===== config.mk =====
export PLATFORM = sky130hd
export DESIGN_NAME = nand_host_ctrl
export DESIGN_NICKNAME = d
export VERILOG_FILES = /design/src/design/nand_host_pkg.sv /design/src/design/bbt_if.sv /design/src/design/strobe_divider.sv /design/src/design/bad_block_table.sv /design/src/design/nand_host_ctrl.sv
export SDC_FILE = /design/constraint.sdc
export NUM_CORES = 2
export LEC_CHECK = 0
export BUFFER_PORTS_ARGS = -buffer_cell sky130_fd_sc_hd__buf_4
export CAP_MARGIN = 10
export CELL_PAD_IN_SITES_DETAIL_PLACEMENT = 0
export CELL_PAD_IN_SITES_GLOBAL_PLACEMENT = 1
export CORE_MARGIN = 1
export CORE_UTILIZATION = 51
export DETAILED_ROUTE_END_ITERATION = 8
export GPL_TIMING_DRIVEN = 0
export MAX_ROUTING_LAYER = met4
export PLACE_DENSITY = 0.79
export REMOVE_ABC_BUFFERS = 1
export SLEW_MARGIN = 20
export SYNTH_ARGS = -nofsm -noshare
export SYNTH_HDL_FRONTEND = slang
export SYNTH_HIERARCHICAL = 1
export SYNTH_SLANG_ARGS = --single-unit

===== constraint.sdc =====
create_clock -name i_mclk -period 8.1 [get_ports i_mclk]
set_input_delay 1.62 -clock i_mclk [delete_from_list [all_inputs] [get_ports i_mclk]]
set_output_delay 1.62 -clock i_mclk [all_outputs]
set_load 0.01 [all_outputs]

===== src/design/nand_host_pkg.sv =====
package nand_host_pkg;
  // device command bytes
  localparam logic [7:0] CMD_READ1  = 8'h00;
  localparam logic [7:0] CMD_READ2  = 8'h30;
  localparam logic [7:0] CMD_PROG1  = 8'h80;
  localparam logic [7:0] CMD_PROG2  = 8'h10;
  localparam logic [7:0] CMD_ERASE1 = 8'h60;
  localparam logic [7:0] CMD_ERASE2 = 8'hD0;
  localparam logic [7:0] CMD_STATUS = 8'h70;
  localparam logic [7:0] BAD_MARK   = 8'h00;
  localparam logic [7:0] FILL_BYTE  = 8'hFF;
  localparam int         STAT_FAIL_BIT = 0;
  // geometry
  localparam int BLOCKS     = 1024;
  localparam int MIN_GOOD   = 1004;
  localparam int PAGES      = 64;
  localparam int PAGE_BYTES = 2176;
  localparam int MARK_COL   = 2048;
  localparam int MAX_PARTIAL = 4;
  localparam int ADDR_PAGE  = 4;
  localparam int ADDR_ERASE = 2;
  // correction strength and rewrite warning level
  localparam int ECC_MAX_BITS = 8;
  localparam int ECC_SECTOR   = 512;
  localparam int ECC_WARN     = 6;
  // timing
  localparam int CLK_NS     = 8;
  localparam int STROBE_NS  = 25;
  localparam int STROBE_CYC = (STROBE_NS + CLK_NS - 1) / CLK_NS;
  localparam int TWB_NS     = 100;
  localparam int TWB_TICKS  = (TWB_NS + STROBE_NS - 1) / STROBE_NS;
  typedef enum logic [1:0] {OP_READ = 2'h0, OP_PROG = 2'h1, OP_ERASE = 2'h2, OP_SCAN = 2'h3} op_e;
endpackage


===== src/design/bbt_if.sv =====
`timescale 1ns/1ps
interface bbt_if;
  logic [9:0]  chk_blk;
  logic        chk_bad;
  logic        mark;
  logic [9:0]  mark_blk;
  logic        spare_req;
  logic [9:0]  spare_blk;
  logic        spare_ok;
  logic [10:0] bad_cnt;
  modport user  (output chk_blk, mark, mark_blk, spare_req,
                 input chk_bad, spare_blk, spare_ok, bad_cnt);
  modport store (input chk_blk, mark, mark_blk, spare_req,
                 output chk_bad, spare_blk, spare_ok, bad_cnt);
endinterface


===== src/design/strobe_divider.sv =====
`timescale 1ns/1ps
module strobe_divider #(
  parameter int DIV = nand_host_pkg::STROBE_CYC
) (
  input  wire logic i_mclk,
  input  wire logic i_rst_n,
  output logic      o_tick
);
  logic [7:0] cnt_q;
  logic [7:0] cnt_d;
  logic       tick_q;
  logic       tick_d;
  always_comb begin
    tick_d = (cnt_q == 8'(DIV - 1));
    cnt_d  = tick_d ? 8'h00 : cnt_q + 8'h01;
  end
  always_ff @(posedge i_mclk) begin
    if (!i_rst_n) begin
      cnt_q  <= 8'h00;
      tick_q <= 1'b0;
    end else begin
      cnt_q  <= cnt_d;
      tick_q <= tick_d;
    end
  end
  assign o_tick = tick_q;
endmodule // strobe_divider


===== src/design/bad_block_table.sv =====
`timescale 1ns/1ps
module bad_block_table #(
  parameter int NBLK = nand_host_pkg::BLOCKS
) (
  input wire logic i_mclk,
  input wire logic i_rst_n,
  bbt_if.store     bbt
);
  logic [NBLK-1:0] bad_q;
  logic [NBLK-1:0] bad_d;
  logic [10:0]     cnt_q;
  logic [10:0]     cnt_d;
  logic [9:0]      ptr_q;
  logic [9:0]      ptr_d;
  always_comb begin
    bad_d = bad_q;
    cnt_d = cnt_q;
    // once marked, a block never leaves the table
    if (bbt.mark && !bad_q[bbt.mark_blk]) begin
      bad_d[bbt.mark_blk] = 1'b1;
      cnt_d = cnt_q + 11'h001;
    end
    // rotating spare pointer spreads wear
    ptr_d = (bbt.spare_req || bad_q[ptr_q]) ? ptr_q + 10'h001 : ptr_q;
  end
  always_ff @(posedge i_mclk) begin
    if (!i_rst_n) begin
      bad_q <= '0;
      cnt_q <= 11'h000;
      ptr_q <= 10'h000;
    end else begin
      bad_q <= bad_d;
      cnt_q <= cnt_d;
      ptr_q <= ptr_d;
    end
  end
  assign bbt.chk_bad   = bad_q[bbt.chk_blk];
  assign bbt.spare_blk = ptr_q;
  assign bbt.spare_ok  = !bad_q[ptr_q];
  assign bbt.bad_cnt   = cnt_q;
endmodule // bad_block_table


===== src/design/nand_host_ctrl.sv =====
`timescale 1ns/1ps
// Contract
// - at most 4 partial programs go to one page before its block is erased; the code counts them in the open block only.
// - a block whose marker column reads 00h is classed as bad.
// - no erase is ever issued to a block known to be bad.
// - each erase is followed by a status read and a failing block is retired.
// - a failing program retires the block and offers a spare block.
// - correction status for 8 bits per 512 bytes is watched for rewrite.
// - block management keeps working with as few as 1004 good blocks of 1024.
// - only program or erase status failures and scans reading 00h mark a block bad.
// - the unused rest of a page is programmed with ones.
// - erase and program load is spread over all blocks; the code only rotates the spare block it offers.
// - after command 70h each read strobe returns status, bit zero low for pass.
// - pages inside a block are programmed in ascending order only; the code checks the order in the open block only.
module nand_host_ctrl #(
  parameter int PAGE_BYTES = nand_host_pkg::PAGE_BYTES,
  parameter int TWB_TICKS  = nand_host_pkg::TWB_TICKS
) (
  // clock and reset
  input  wire logic       i_mclk,
  input  wire logic       i_rst_n,
  // request port
  input  wire logic       i_cmd_valid,
  input  wire logic [1:0] i_cmd_op,
  input  wire logic [9:0] i_cmd_blk,
  input  wire logic [5:0] i_cmd_page,
  input  wire logic [11:0] i_cmd_col,
  output logic            o_cmd_ready,
  output logic            o_done,
  output logic            o_fail,
  output logic            o_refused,
  output logic            o_marked_bad,
  output logic [9:0]      o_spare_blk,
  output logic            o_low_good,
  // write data
  input  wire logic       i_wr_valid,
  input  wire logic [7:0] i_wr_data,
  input  wire logic       i_wr_last,
  output logic            o_wr_ready,
  // read data
  output logic            o_rd_valid,
  output logic [7:0]      o_rd_data,
  // correction status from the ecc engine
  input  wire logic       i_ecc_valid,
  input  wire logic [3:0] i_ecc_bits,
  input  wire logic       i_ecc_uncorr,
  output logic            o_rewrite_advise,
  output logic            o_uncorrectable,
  // flash pins
  output logic            o_ce_n,
  output logic            o_cle,
  output logic            o_ale,
  output logic            o_we_n,
  output logic            o_re_n,
  output logic            o_wp_n,
  input  wire logic [7:0] i_dq,
  output logic [7:0]      o_dq,
  output logic            o_dq_oe_n,
  input  wire logic       i_ready_busy_n
);
  typedef enum logic [8:0] {
    S_IDLE  = 9'h001, S_CMD1 = 9'h002, S_ADDR = 9'h004, S_WDATA = 9'h008, S_CMD2 = 9'h010,
    S_BUSY  = 9'h020, S_STCMD = 9'h040, S_RDATA = 9'h080, S_DONE = 9'h100
  } state_e;
  typedef enum logic [2:0] {P_PREP = 3'h1, P_ARMED = 3'h2, P_LOW = 3'h4} phase_e;

  function automatic logic [7:0] addr_byte(input logic [1:0] op, input logic [11:0] idx,
                                           input logic [11:0] col, input logic [15:0] row);
    logic [7:0] b;
    b = 8'h00;
    if (op == nand_host_pkg::OP_ERASE)
      b = (idx == 12'h000) ? row[7:0] : row[15:8];
    else
      unique case (idx[1:0])
        2'h0: b = col[7:0];
        2'h1: b = {4'h0, col[11:8]};
        2'h2: b = row[7:0];
        default: b = row[15:8];
      endcase
    return b;
  endfunction

  logic tick;
  bbt_if bbt ();
  strobe_divider u_div (.i_mclk(i_mclk), .i_rst_n(i_rst_n), .o_tick(tick));
  bad_block_table u_bbt (.i_mclk(i_mclk), .i_rst_n(i_rst_n), .bbt(bbt));

  // device inputs (data and ready/busy) pass two flops
  logic [7:0] dq_s1_q, dq_s2_q;
  logic       rb_s1_q, rb_s2_q;
  always_ff @(posedge i_mclk) begin
    if (!i_rst_n) begin
      dq_s1_q <= 8'h00;
      dq_s2_q <= 8'h00;
      rb_s1_q <= 1'b0;
      rb_s2_q <= 1'b0;
    end else begin
      dq_s1_q <= i_dq;
      dq_s2_q <= dq_s1_q;
      rb_s1_q <= i_ready_busy_n;
      rb_s2_q <= rb_s1_q;
    end
  end

  state_e      state_q, state_d;
  phase_e      ph_q, ph_d;
  logic [1:0]  op_q, op_d;
  logic [9:0]  blk_q, blk_d;
  logic [5:0]  page_q, page_d;
  logic [11:0] col_q, col_d;
  logic [11:0] cnt_q, cnt_d;
  logic        pad_q, pad_d;
  logic        stat_q, stat_d;
  logic [9:0]  open_blk_q, open_blk_d;
  logic [5:0]  open_page_q, open_page_d;
  logic [2:0]  part_q, part_d;
  logic        open_q, open_d;
  logic        ce_n_q, ce_n_d, cle_q, cle_d, ale_q, ale_d, we_n_q, we_n_d, re_n_q, re_n_d;
  logic        wp_n_q, wp_n_d, oe_n_q, oe_n_d;
  logic [7:0]  dq_q, dq_d, rd_q, rd_d;
  logic        rdv_q, rdv_d, done_q, done_d, fail_q, fail_d, ref_q, ref_d, mk_q, mk_d;
  logic        wrr_q, wrr_d, rdy_q, rdy_d;
  logic        mark, refuse, last_addr, last_byte;
  logic [9:0]  mark_blk;
  logic [7:0]  cmd_byte;

  assign bbt.chk_blk   = i_cmd_blk;
  assign bbt.mark      = mark;
  assign bbt.mark_blk  = mark_blk;
  assign bbt.spare_req = mark;

  always_comb begin
    state_d = state_q; ph_d = ph_q; op_d = op_q; blk_d = blk_q; page_d = page_q;
    col_d = col_q; cnt_d = cnt_q; pad_d = pad_q; stat_d = stat_q;
    open_blk_d = open_blk_q; open_page_d = open_page_q; part_d = part_q; open_d = open_q;
    ce_n_d = ce_n_q; cle_d = cle_q; ale_d = ale_q; we_n_d = we_n_q; re_n_d = re_n_q;
    wp_n_d = wp_n_q; oe_n_d = oe_n_q; dq_d = dq_q; rd_d = rd_q; wrr_d = 1'b0;
    rdv_d = 1'b0; done_d = 1'b0; fail_d = 1'b0; ref_d = 1'b0; mk_d = 1'b0;
    mark = 1'b0; mark_blk = blk_q; rdy_d = 1'b0;
    refuse = 1'b0;
    last_addr = (cnt_q == ((op_q == nand_host_pkg::OP_ERASE) ?
                           12'(nand_host_pkg::ADDR_ERASE - 1) : 12'(nand_host_pkg::ADDR_PAGE - 1)));
    last_byte = (cnt_q == 12'(PAGE_BYTES - 1));
    unique case (op_q)
      nand_host_pkg::OP_PROG:  cmd_byte = stat_q ? nand_host_pkg::CMD_STATUS :
                                          (state_q == S_CMD1) ? nand_host_pkg::CMD_PROG1 :
                                          nand_host_pkg::CMD_PROG2;
      nand_host_pkg::OP_ERASE: cmd_byte = stat_q ? nand_host_pkg::CMD_STATUS :
                                          (state_q == S_CMD1) ? nand_host_pkg::CMD_ERASE1 :
                                          nand_host_pkg::CMD_ERASE2;
      default:                 cmd_byte = (state_q == S_CMD1) ? nand_host_pkg::CMD_READ1 :
                                          nand_host_pkg::CMD_READ2;
    endcase
    unique case (state_q)
      S_IDLE: begin
        rdy_d = 1'b1;
        if (i_cmd_valid && rdy_q) begin
          rdy_d = 1'b0;
          // bad blocks stay closed; scans allowed
          if (i_cmd_op != 2'(nand_host_pkg::OP_SCAN) && bbt.chk_bad) refuse = 1'b1;
          // page order and partial budget, open block only
          if (i_cmd_op == 2'(nand_host_pkg::OP_PROG) && open_q && i_cmd_blk == open_blk_q &&
              (i_cmd_page < open_page_q ||
               (i_cmd_page == open_page_q && part_q == 3'(nand_host_pkg::MAX_PARTIAL))))
            refuse = 1'b1;
          if (refuse) begin
            ref_d = 1'b1;
          end else begin
            op_d = i_cmd_op; blk_d = i_cmd_blk; page_d = i_cmd_page;
            col_d = (i_cmd_op == 2'(nand_host_pkg::OP_SCAN)) ?
                    12'(nand_host_pkg::MARK_COL) : i_cmd_col;
            cnt_d = 12'h000; pad_d = 1'b0; stat_d = 1'b0;
            ce_n_d = 1'b0;
            // protect is lifted only around program and erase
            wp_n_d = (i_cmd_op == 2'(nand_host_pkg::OP_PROG) ||
                      i_cmd_op == 2'(nand_host_pkg::OP_ERASE));
            state_d = S_CMD1; ph_d = P_PREP;
          end
        end
      end
      S_CMD1, S_CMD2, S_STCMD, S_ADDR, S_WDATA: begin
        unique case (ph_q)
          P_PREP: begin
            oe_n_d = 1'b0;
            cle_d = (state_q != S_ADDR && state_q != S_WDATA);
            ale_d = (state_q == S_ADDR);
            if (state_q == S_ADDR) begin
              dq_d = addr_byte(op_q, cnt_q, col_q, {blk_q, page_d});
              ph_d = P_ARMED;
            end else if (state_q == S_WDATA) begin
              // page tail is padded with ones
              if (pad_q) begin
                dq_d = nand_host_pkg::FILL_BYTE;
                ph_d = P_ARMED;
              end else if (i_wr_valid && wrr_q) begin
                dq_d = i_wr_data;
                pad_d = i_wr_last;
                ph_d = P_ARMED;
              end else begin
                wrr_d = 1'b1;
              end
            end else begin
              dq_d = cmd_byte;
              ph_d = P_ARMED;
            end
          end
          P_ARMED: if (tick) begin
            we_n_d = 1'b0;
            ph_d = P_LOW;
          end
          default: if (tick) begin
            we_n_d = 1'b1;
            ph_d = P_PREP;
            cnt_d = cnt_q + 12'h001;
            unique case (state_q)
              S_CMD1: begin
                state_d = S_ADDR;
                cnt_d = 12'h000;
              end
              S_ADDR: if (last_addr) begin
                state_d = (op_q == nand_host_pkg::OP_PROG) ? S_WDATA : S_CMD2;
                cnt_d = 12'h000;
              end
              S_WDATA: if (last_byte) begin
                state_d = S_CMD2;
              end
              S_STCMD: begin
                state_d = S_RDATA;
                cnt_d = 12'h000;
              end
              default: begin
                state_d = S_BUSY;
                cnt_d = 12'h000;
              end
            endcase
          end
        endcase
      end
      S_BUSY: begin
        cle_d = 1'b0;
        ale_d = 1'b0;
        oe_n_d = 1'b1;
        if (tick && cnt_q != 12'(TWB_TICKS)) cnt_d = cnt_q + 12'h001;
        // status is untrusted while busy
        if (cnt_q == 12'(TWB_TICKS) && rb_s2_q) begin
          cnt_d = 12'h000;
          ph_d = P_PREP;
          if (op_q == nand_host_pkg::OP_PROG || op_q == nand_host_pkg::OP_ERASE) begin
            stat_d = 1'b1;
            state_d = S_STCMD;
          end else begin
            state_d = S_RDATA;
            ph_d = P_ARMED;
          end
        end
      end
      S_RDATA: begin
        oe_n_d = 1'b1;
        cle_d = 1'b0;
        if (ph_q == P_PREP) ph_d = P_ARMED;
        else if (ph_q == P_ARMED && tick) begin
          re_n_d = 1'b0;
          ph_d = P_LOW;
        end else if (ph_q == P_LOW && tick) begin
          re_n_d = 1'b1;
          ph_d = P_ARMED;
          rd_d = dq_s2_q;
          cnt_d = cnt_q + 12'h001;
          if (stat_q) begin
            fail_d = dq_s2_q[nand_host_pkg::STAT_FAIL_BIT];
            mark = dq_s2_q[nand_host_pkg::STAT_FAIL_BIT];
            state_d = S_DONE;
          end else if (op_q == nand_host_pkg::OP_SCAN) begin
            mark = (dq_s2_q == nand_host_pkg::BAD_MARK);
            fail_d = mark;
            state_d = S_DONE;
          end else begin
            rdv_d = 1'b1;
            if (cnt_q == 12'(PAGE_BYTES) - col_q - 12'h001) state_d = S_DONE;
          end
          mk_d = mark;
        end
      end
      default: begin
        // wrap-up: open block, protect, chip enable
        if (op_q == nand_host_pkg::OP_PROG) begin
          if (open_q && open_blk_q == blk_q && open_page_q == page_q) begin
            part_d = part_q + 3'h1;
          end else begin
            open_blk_d = blk_q;
            open_page_d = page_q;
            part_d = 3'h1;
          end
          open_d = !fail_q;
        end else if (op_q == nand_host_pkg::OP_ERASE && open_blk_q == blk_q) begin
          open_d = 1'b0;
        end
        wp_n_d = 1'b0;
        ce_n_d = 1'b1;
        stat_d = 1'b0;
        done_d = 1'b1;
        fail_d = fail_q;
        state_d = S_IDLE;
      end
    endcase
  end

  always_ff @(posedge i_mclk) begin
    if (!i_rst_n) begin
      state_q <= S_IDLE; ph_q <= P_PREP; op_q <= 2'h0; blk_q <= 10'h000; page_q <= 6'h00;
      col_q <= 12'h000; cnt_q <= 12'h000; pad_q <= 1'b0; stat_q <= 1'b0;
      open_blk_q <= 10'h000; open_page_q <= 6'h00; part_q <= 3'h0; open_q <= 1'b0;
      ce_n_q <= 1'b1; cle_q <= 1'b0; ale_q <= 1'b0; we_n_q <= 1'b1; re_n_q <= 1'b1;
      wp_n_q <= 1'b0; oe_n_q <= 1'b1; dq_q <= 8'h00; rd_q <= 8'h00; rdv_q <= 1'b0;
      done_q <= 1'b0; fail_q <= 1'b0; ref_q <= 1'b0; mk_q <= 1'b0; wrr_q <= 1'b0;
      rdy_q <= 1'b0;
    end else begin
      state_q <= state_d; ph_q <= ph_d; op_q <= op_d; blk_q <= blk_d; page_q <= page_d;
      col_q <= col_d; cnt_q <= cnt_d; pad_q <= pad_d; stat_q <= stat_d;
      open_blk_q <= open_blk_d; open_page_q <= open_page_d; part_q <= part_d;
      open_q <= open_d; ce_n_q <= ce_n_d; cle_q <= cle_d; ale_q <= ale_d;
      we_n_q <= we_n_d; re_n_q <= re_n_d; wp_n_q <= wp_n_d; oe_n_q <= oe_n_d;
      dq_q <= dq_d; rd_q <= rd_d; rdv_q <= rdv_d; done_q <= done_d; fail_q <= fail_d;
      ref_q <= ref_d; mk_q <= mk_d; wrr_q <= wrr_d; rdy_q <= rdy_d;
    end
  end

  // warn early so data is rewritten before loss
  logic adv_q, adv_d, unc_q, unc_d, low_q, low_d;
  logic [9:0] spare_q, spare_d;
  always_comb begin
    adv_d = i_ecc_valid && i_ecc_bits >= 4'(nand_host_pkg::ECC_WARN);
    unc_d = i_ecc_valid && (i_ecc_uncorr || i_ecc_bits > 4'(nand_host_pkg::ECC_MAX_BITS));
    low_d = bbt.bad_cnt > 11'(nand_host_pkg::BLOCKS - nand_host_pkg::MIN_GOOD);
    spare_d = bbt.spare_ok ? bbt.spare_blk : spare_q;
  end
  always_ff @(posedge i_mclk) begin
    if (!i_rst_n) begin
      adv_q <= 1'b0;
      unc_q <= 1'b0;
      low_q <= 1'b0;
      spare_q <= 10'h000;
    end else begin
      adv_q <= adv_d;
      unc_q <= unc_d;
      low_q <= low_d;
      spare_q <= spare_d;
    end
  end

  assign o_cmd_ready = rdy_q;
  assign o_done = done_q;
  assign o_fail = fail_q && done_q;
  assign o_refused = ref_q;
  assign o_marked_bad = mk_q;
  assign o_spare_blk = spare_q;
  assign o_low_good = low_q;
  assign o_wr_ready = wrr_q;
  assign o_rd_valid = rdv_q;
  assign o_rd_data = rd_q;
  assign o_rewrite_advise = adv_q;
  assign o_uncorrectable = unc_q;
  assign o_ce_n = ce_n_q;
  assign o_cle = cle_q;
  assign o_ale = ale_q;
  assign o_we_n = we_n_q;
  assign o_re_n = re_n_q;
  assign o_wp_n = wp_n_q;
  assign o_dq = dq_q;
  assign o_dq_oe_n = oe_n_q;
endmodule // nand_host_ctrl


---- Word-level counts from Yosys, hierarchy flattened ----
Index checks and enable logic that the tools add are counted.
storage, ports and cells
  register bits ........................... 1191
  output and inout port bits .............. 43
  word-level logic and storage cells ...... 301
operators by class
  add/subtract/negate cells ............... 7
  $lt $le $gt $ge ......................... 8
  eq/ne operators ......................... 54
  muxes and demuxes ....................... 112
  bitwise gates (word level) .............. 13
  reduce and logical (&&, ||, !) cells .... 65
operators by type and width
  operator                                               count
  OR 1024 bit                                            1
  2-to-1 mux 12 bit                                      11
  2-to-1 mux 9 bit                                       13
  2-to-1 mux 8 bit                                       11
  one-hot mux 9 bit (4 select lines)                     2
  one-hot mux 12 bit (4 select lines)                    1
  2-to-1 mux 1 bit                                       39
  2-to-1 mux 3 bit                                       13
  < comparator 10 x 11 -> 1 bit (second input constant)  3
  binary-select mux 1 bit (select 10 bit)                3
  inequality test 2 bit (second input constant)          12
  one-hot mux 12 bit (2 select lines)                    1
  one-hot mux 8 bit (3 select lines)                     1
  AND reduction 3 bit                                    7
  equality test 10 bit                                   2
  logical AND 1 bit                                      20
  OR reduction 6 bit                                     3
  one-hot mux 1 bit (2 select lines)                     8
  one-hot mux 8 bit (2 select lines)                     1
  OR reduction 7 bit                                     2
  adder 12 x 1 -> 12 bit (second input constant)         1
  equality test 12 bit                                   1
  equality test 12 bit (second input constant)           1
  equality test 12 x 2 -> 1 bit                          1
  61 further kinds                                       101

---- Depth between registers and ports, before layout ----
  word-level depth ........................ 10
  mapped depth ............................ 17

---- By module ----
The synthesis kept the hierarchy.
modules (own cells, without submodules)
  module           instances  cells an instance  area an instance (sq um)  seq. area each (sq um)
  bad_block_table  1          5260               56344.0                   20920.1
  nand_host_ctrl   1          776                6889.1                    2742.6
  strobe_divider   1          40                 370.4                     180.2

---- Worst setup path before layout ----
Ideal clock, no wire load.
  path kind ............................... input to register
  start ................................... in i_cmd_blk[0]
  end ..................................... reg stat_q
  setup time .............................. 0.079 ns
  arrival ................................. 6.302 ns
  data required time ...................... 8.021 ns
  slack ................................... 1.718 ns
  cell stages on the path ................. 14
  cell sequence ........................... clkbuf_1 buf_2 buf_1 mux4_2 mux4_2 mux4_2 mux4_2 mux4_2 nor2b_1 nand2_1 a21bo_2 or2_1 or4b_1 a211oi_2
between the ends
  longest elaborated chain between the ends .. 9
ends and longest elaborated chain
  element                                  line                   RTL
  from (decl)                              nand_host_ctrl.sv:25   input wire logic [9:0] i_cmd_blk,
  binary-select mux 1 bit (select 10 bit)  bad_block_table.sv:37  assign bbt.chk_bad = bad_q[bbt.chk_blk];
  2-to-1 mux 1 bit (not written as such)   bad_block_table.sv:37
  net bbt.chk_bad                          bbt_if.sv:4            logic chk_bad;
  logical AND 1 bit                        nand_host_ctrl.sv:160  if (i_cmd_op != 2'(nand_host_pkg::OP_SCAN) && bbt.chk_bad) refuse = 1'b1;
  2-to-1 mux 1 bit                         nand_host_ctrl.sv:160
  2-to-1 mux 1 bit                         nand_host_ctrl.sv:162  if (i_cmd_op == 2'(nand_host_pkg::OP_PROG) && open_q && i_cmd_blk == open_blk_q &&
  2-to-1 mux 1 bit                         nand_host_ctrl.sv:157  if (i_cmd_valid && rdy_q) begin
  2-to-1 mux 1 bit                         nand_host_ctrl.sv:154  unique case (state_q)
  inequality test 2 bit (no source line)   --
  AND reduction 5 bit (no source line)     --
  to (signal assigned)                     nand_host_ctrl.sv:319  col_q <= col_d; cnt_q <= cnt_d; pad_q <= pad_d; stat_q <= stat_d;
  to (decl)                                nand_host_ctrl.sv:113  logic stat_q, stat_d;
The timed path passes the listed nets, and every way through them passes these cells. The select of a mux whose other input is x is not followed.
A chain may end at the register's enable or synchronous reset.

---- Worst setup path after layout ----
  start ................................... in i_cmd_blk[1]
  end ..................................... reg col_q[5]
between the ends
  longest elaborated chain between the ends .. 9
ends and longest elaborated chain
  element                                  line                   RTL
  binary-select mux 1 bit (select 10 bit)  bad_block_table.sv:37
  2-to-1 mux 1 bit (not written as such)   bad_block_table.sv:37
  net bbt.chk_bad                          bbt_if.sv:4
  logical AND 1 bit                        nand_host_ctrl.sv:160
  2-to-1 mux 1 bit                         nand_host_ctrl.sv:160
  2-to-1 mux 1 bit                         nand_host_ctrl.sv:162
  2-to-1 mux 1 bit                         nand_host_ctrl.sv:157
  2-to-1 mux 1 bit                         nand_host_ctrl.sv:154
  inverter 1 bit (no source line)          --
  AND reduction 3 bit (no source line)     --
  to (signal assigned)                     nand_host_ctrl.sv:319
  to (decl)                                nand_host_ctrl.sv:110  logic [11:0] col_q, col_d;
The timed path passes the listed nets, and every way through them passes these cells. The select of a mux whose other input is x is not followed.

==> summary by stage <==
Logic synthesis
Ranked by instance count, the synthesized netlist is headed by 1,201 x sky130_fd_sc_hd__nand2_1, 1,191 x sky130_fd_sc_hd__dfxtp_1, 883 x sky130_fd_sc_hd__o21ai_0, 847 x sky130_fd_sc_hd__mux4_2, 423 x sky130_fd_sc_hd__clkbuf_1. Sequential elements use 37.5% of the synthesized area. The count of warnings emitted by yosys is 6. In the synthesized netlist the dominant register cell turns out to be sky130_fd_sc_hd__dfxtp_1. By area the synthesized netlist is led by sky130_fd_sc_hd__dfxtp_1 37%, sky130_fd_sc_hd__mux4_2 30%, sky130_fd_sc_hd__nand2_1 7.1%. After synthesis, the mean cell area works out to 10.5 sq um. Yosys mapped a number of flops with a built-in enable equal to 0.

The cell area after technology mapping is 63,600 sq um. The number of distinct library cells after synthesis is 93. The leading area contributor after synthesis is sky130_fd_sc_hd__dfxtp_1.

Counting flops with an async set or reset pin after synthesis yields a share of 0%. The most common cell in the synthesized netlist is sky130_fd_sc_hd__nand2_1. The flop and latch count out of synthesis is 1,191. The synthesized instance count is 6,076. Summed over its instances, the top area cell type makes up 37.5% of the synthesized netlist area.

Worst hold path
The launch point of the worst hold path is dq_s1_q[7]. The capture endpoint of the worst hold path is dq_s2_q[7]. The path type of the worst min-delay path is reg2reg.

The number of instances on the worst hold path is 1.

Drt
The number of DRC markers in iteration 0 is 8,134. In the routed layout, each cell is associated on average with a via count of 7.10. The first-pass detailed-route iteration total is 8. In the routed design, unresolved DRC markers number 0. The average detailed-routed wire length per instance is 32.0 microns.

For this block, the routed nets add up to 243,000 microns of wire. Once detail routing completed, the nets flagged for antenna violations numbered 0. The total via count after detailed routing is 54,000.

Clock tree
The H-tree depth is 4. The root buffer selected by CTS is sky130_fd_sc_hd__clkbuf_16. Buffers inserted during clock tree synthesis total 135. The maximum clock path buffer count is 3. TritonCTS built the clock tree. Once the clock tree was built, the resizer swapped 0 gates to a different size. The later pin in the worst-skew pair is clocked with a latency of 0.80 ns. The tree built by TritonCTS fans out to 1,191 sinks. Clock-pin slew was measured on the worst setup and hold paths at 0.06 ns. Buffers inserted to repair hold after CTS numbered 0.

Buffers added to address setup during post-CTS repair amount to 0.

Power
Per report_power, the clock group accounts for 46.5% of the total. Sequential cells account for 42.8% of the total power. The internal portion of the total power is 10.3 mW.

The power density normalized to cell area is 196 nW/um^2. The switching power is 3.73 mW. The proportion of total power due to net switching is 26.6%. The share of total power dissipated in combinational logic is 10.7%.

The largest vdd supply drop is 0.189 mV. In this run the static leakage power is 23.3 nW.

Flow run
Max-cap violations in this run came to 0.

Final layout
From synthesis to final layout, the design area changed by 12.7%. Cells fill 58.0% of the core in the end. The finished layout holds 7,595 standard cells, fillers aside. The layout has 10,300 filler cells. The fraction of final layout cells sized beyond drive strength 1 is 24.2%. The number of nets in the layout is 5,912.

After routing the design area is 71,700 sq um.

STA
At the pin with the least slew margin, the transition time is 1.20 ns. The clock arrives with 0.0457 ns of skew. After layout, the minimum clock period comes to 7.15 ns. Setup repair after global routing left no endpoint under its margin.

The worst path uses 88.2% of the clock period. Timing would allow up to 0.140 GHz. The count of final hold-check violations is 0.

The setup-violating endpoint count in the final report is 0. The number of slew-limit violations in the final report is 0. The max-slew headroom at the worst pin is 20.0%.

The worst path meets setup with 0.953 ns of slack.

Place
The congestion estimate from routability-driven global placement came to 0.889. Before CTS, the worst setup slack after placement is 0.273 ns. In this run, placement finished with an instance count of 7,331. The HPWL reported at the end of detailed placement is 149,000 microns. The count of port buffers added during placement is 100. After detailed placement, the total cell area comes to 66,900 sq um.

GRT
The number of global-route vias before repair was 50,600. The total routing usage reported by global routing is 39.2%. The total overflow left after global routing is 0. Entering global routing, the biggest net connects 193 pins. The first global-routing pass estimated 351,000 microns of wire.

The initial antenna violation count was 19.

Setup path
The arrival time of data at the critical path endpoint is 7.83 ns. The minimum setup slack among reg-to-reg paths is 1.43 ns. The critical register-to-register path endpoint is u_bbt/bad_q[218]. For the worst flop-to-flop path, the logic depth is 13.

For the worst setup path, the data required time is 8.79 ns. STA classifies the critical path endpoint as a register. The start-to-end type of the worst setup path is in2reg. The kind of start point of the critical path is a primary input. Along the worst path, the maximum fanout reaches 69. The worst reg2reg path startpoint is bbt.mark_blk[0].

Floorplanning
The core region area is 124,000 sq um. The height of the die is 355 microns. The overall die width is 355 microns. The total number of placement rows is 129. The number of top-level pins is 101.

The initial core utilization is 51.4%. The area of the die is 126,000 sq um.

Run status
The flow ran to the end, and the final reports show no timing, DRC or antenna violations.
[worst max-delay path, stage by stage]
cell	delay (ns)
sky130_fd_sc_hd__buf_8	0.38
sky130_fd_sc_hd__buf_16	0.39
sky130_fd_sc_hd__buf_16	0.40
sky130_fd_sc_hd__mux4_2	0.43
sky130_fd_sc_hd__mux4_2	0.54
sky130_fd_sc_hd__mux4_2	0.55
sky130_fd_sc_hd__mux4_2	0.57
sky130_fd_sc_hd__mux4_2	0.54
sky130_fd_sc_hd__nor2b_1	0.18
sky130_fd_sc_hd__a31oi_1	0.43
sky130_fd_sc_hd__nand4_1	0.40
sky130_fd_sc_hd__buf_6	0.28
sky130_fd_sc_hd__buf_8	0.15
sky130_fd_sc_hd__buf_8	0.15
sky130_fd_sc_hd__or3b_2	0.47
sky130_fd_sc_hd__a21oi_1	0.14
[cell families after synthesis]
| group | share of synthesized area, % |
|---|---|
| buf+inv | 4.43 |
| fa+ha+maj | 0.433 |
| simple gates | 11.6 |
| compound gates | 13.3 |
| mux | 32.1 |
| flops | 37.5 |
| xor+xnor | 0.675 |
[worst max path at each step]
stage,slack [ns],cells past startpoint,to,startpoint
global placement,-16.02,9,u_bbt/bad_q[975],bbt.mark_blk[0]
global route,0.91,16,col_q[7],i_cmd_blk[1]
CTS,1.08,16,col_q[5],i_cmd_blk[1]
detailed placement,0.27,16,col_q[5],i_cmd_blk[1]
finish,0.95,16,col_q[5],i_cmd_blk[1]
floorplan,-6.80,9,u_bbt/bad_q[976],bbt.mark_blk[0]
[routing by layer]
metal | up-vias | GRT usage [%] | part of all wire [%]
li1 | 22400 | - | -
met1 | 26600 | 49.5 | 36
met2 | 3944 | 55.8 | 44
met3 | 1007 | 11.0 | 13
met4 | 0 | 24.1 | 7.1
met5 | - | - | 0
[flip-flops by register name (all words and copies together) (netlist names), 3 cells and up]
| name | flops |
|---|---|
| u_bbt/bad_q | 1024 |
| cnt_q | 12 |
| col_q | 12 |
| u_bbt/bbt.bad_cnt | 11 |
| bbt.mark_blk | 10 |
| o_spare_blk | 10 |
| open_blk_q | 10 |
| u_bbt/bbt.spare_blk | 10 |
| state_q | 9 |
| dq_s1_q | 8 |
| dq_s2_q | 8 |
| o_dq | 8 |
| o_rd_data | 8 |
| u_div/cnt_q | 8 |
| open_page_q | 6 |
| page_q | 6 |
| part_q | 3 |
| ph_q | 3 |
[final cells by class]
| class | count | area, sq um | area share (%) |
|---|---|---|---|
| sequential | 1191 | 23900 | 33.3 |
| clock inverter | 50 | 728 | 1.02 |
| antenna | 19 | 47.5 | 0.0663 |
| multi-input combinational | 4221 | 37400 | 52.2 |
| inverter | 42 | 166 | 0.232 |
| timing repair buffer | 241 | 3420 | 4.77 |
| tap | 1637 | 2050 | 2.86 |
| clock buffer | 194 | 3990 | 5.57 |
[cells in the final DEF (no fill, tap or decap), types with 33 or more instances in the layout]
master	count
sky130_fd_sc_hd__buf_4	123
sky130_fd_sc_hd__o21ai_1	184
sky130_fd_sc_hd__dfxtp_1	1179
sky130_fd_sc_hd__nor2_1	123
sky130_fd_sc_hd__mux4_2	847
sky130_fd_sc_hd__clkbuf_8	33
sky130_fd_sc_hd__mux2i_1	122
sky130_fd_sc_hd__a22oi_1	164
sky130_fd_sc_hd__a21oi_1	76
sky130_fd_sc_hd__o21ai_0	883
sky130_fd_sc_hd__clkbuf_16	138
sky130_fd_sc_hd__nand4_1	48
sky130_fd_sc_hd__nand2_1	1201
sky130_fd_sc_hd__inv_1	34
sky130_fd_sc_hd__buf_12	43
sky130_fd_sc_hd__buf_16	47
sky130_fd_sc_hd__nand3_1	55
[metrics by stage]
step                TNS [ns]  total power, mW  hold slack, ns
floorplan           -7043.79             6.92           0.412
global placement           -             7.58           0.416
detailed placement         0             7.61           0.419
CTS                        0             14.1           0.426
global route               0             14.4           0.438
finish                     0             14.0           0.424
[power groups by stage]
stage          Combinational [mW]  Clock (mW)  Sequential [mW]
2_1_floorplan               0.734           0             6.19
3_3_place_gp                 1.31           0             6.27
5_1_grt                      1.57        6.82             6.01
4_1_cts                      1.48        6.58             6.00
6_report                     1.50        6.54             6.01
3_5_place_dp                 1.47           0             6.13
Power figures use the tool's default switching activity.
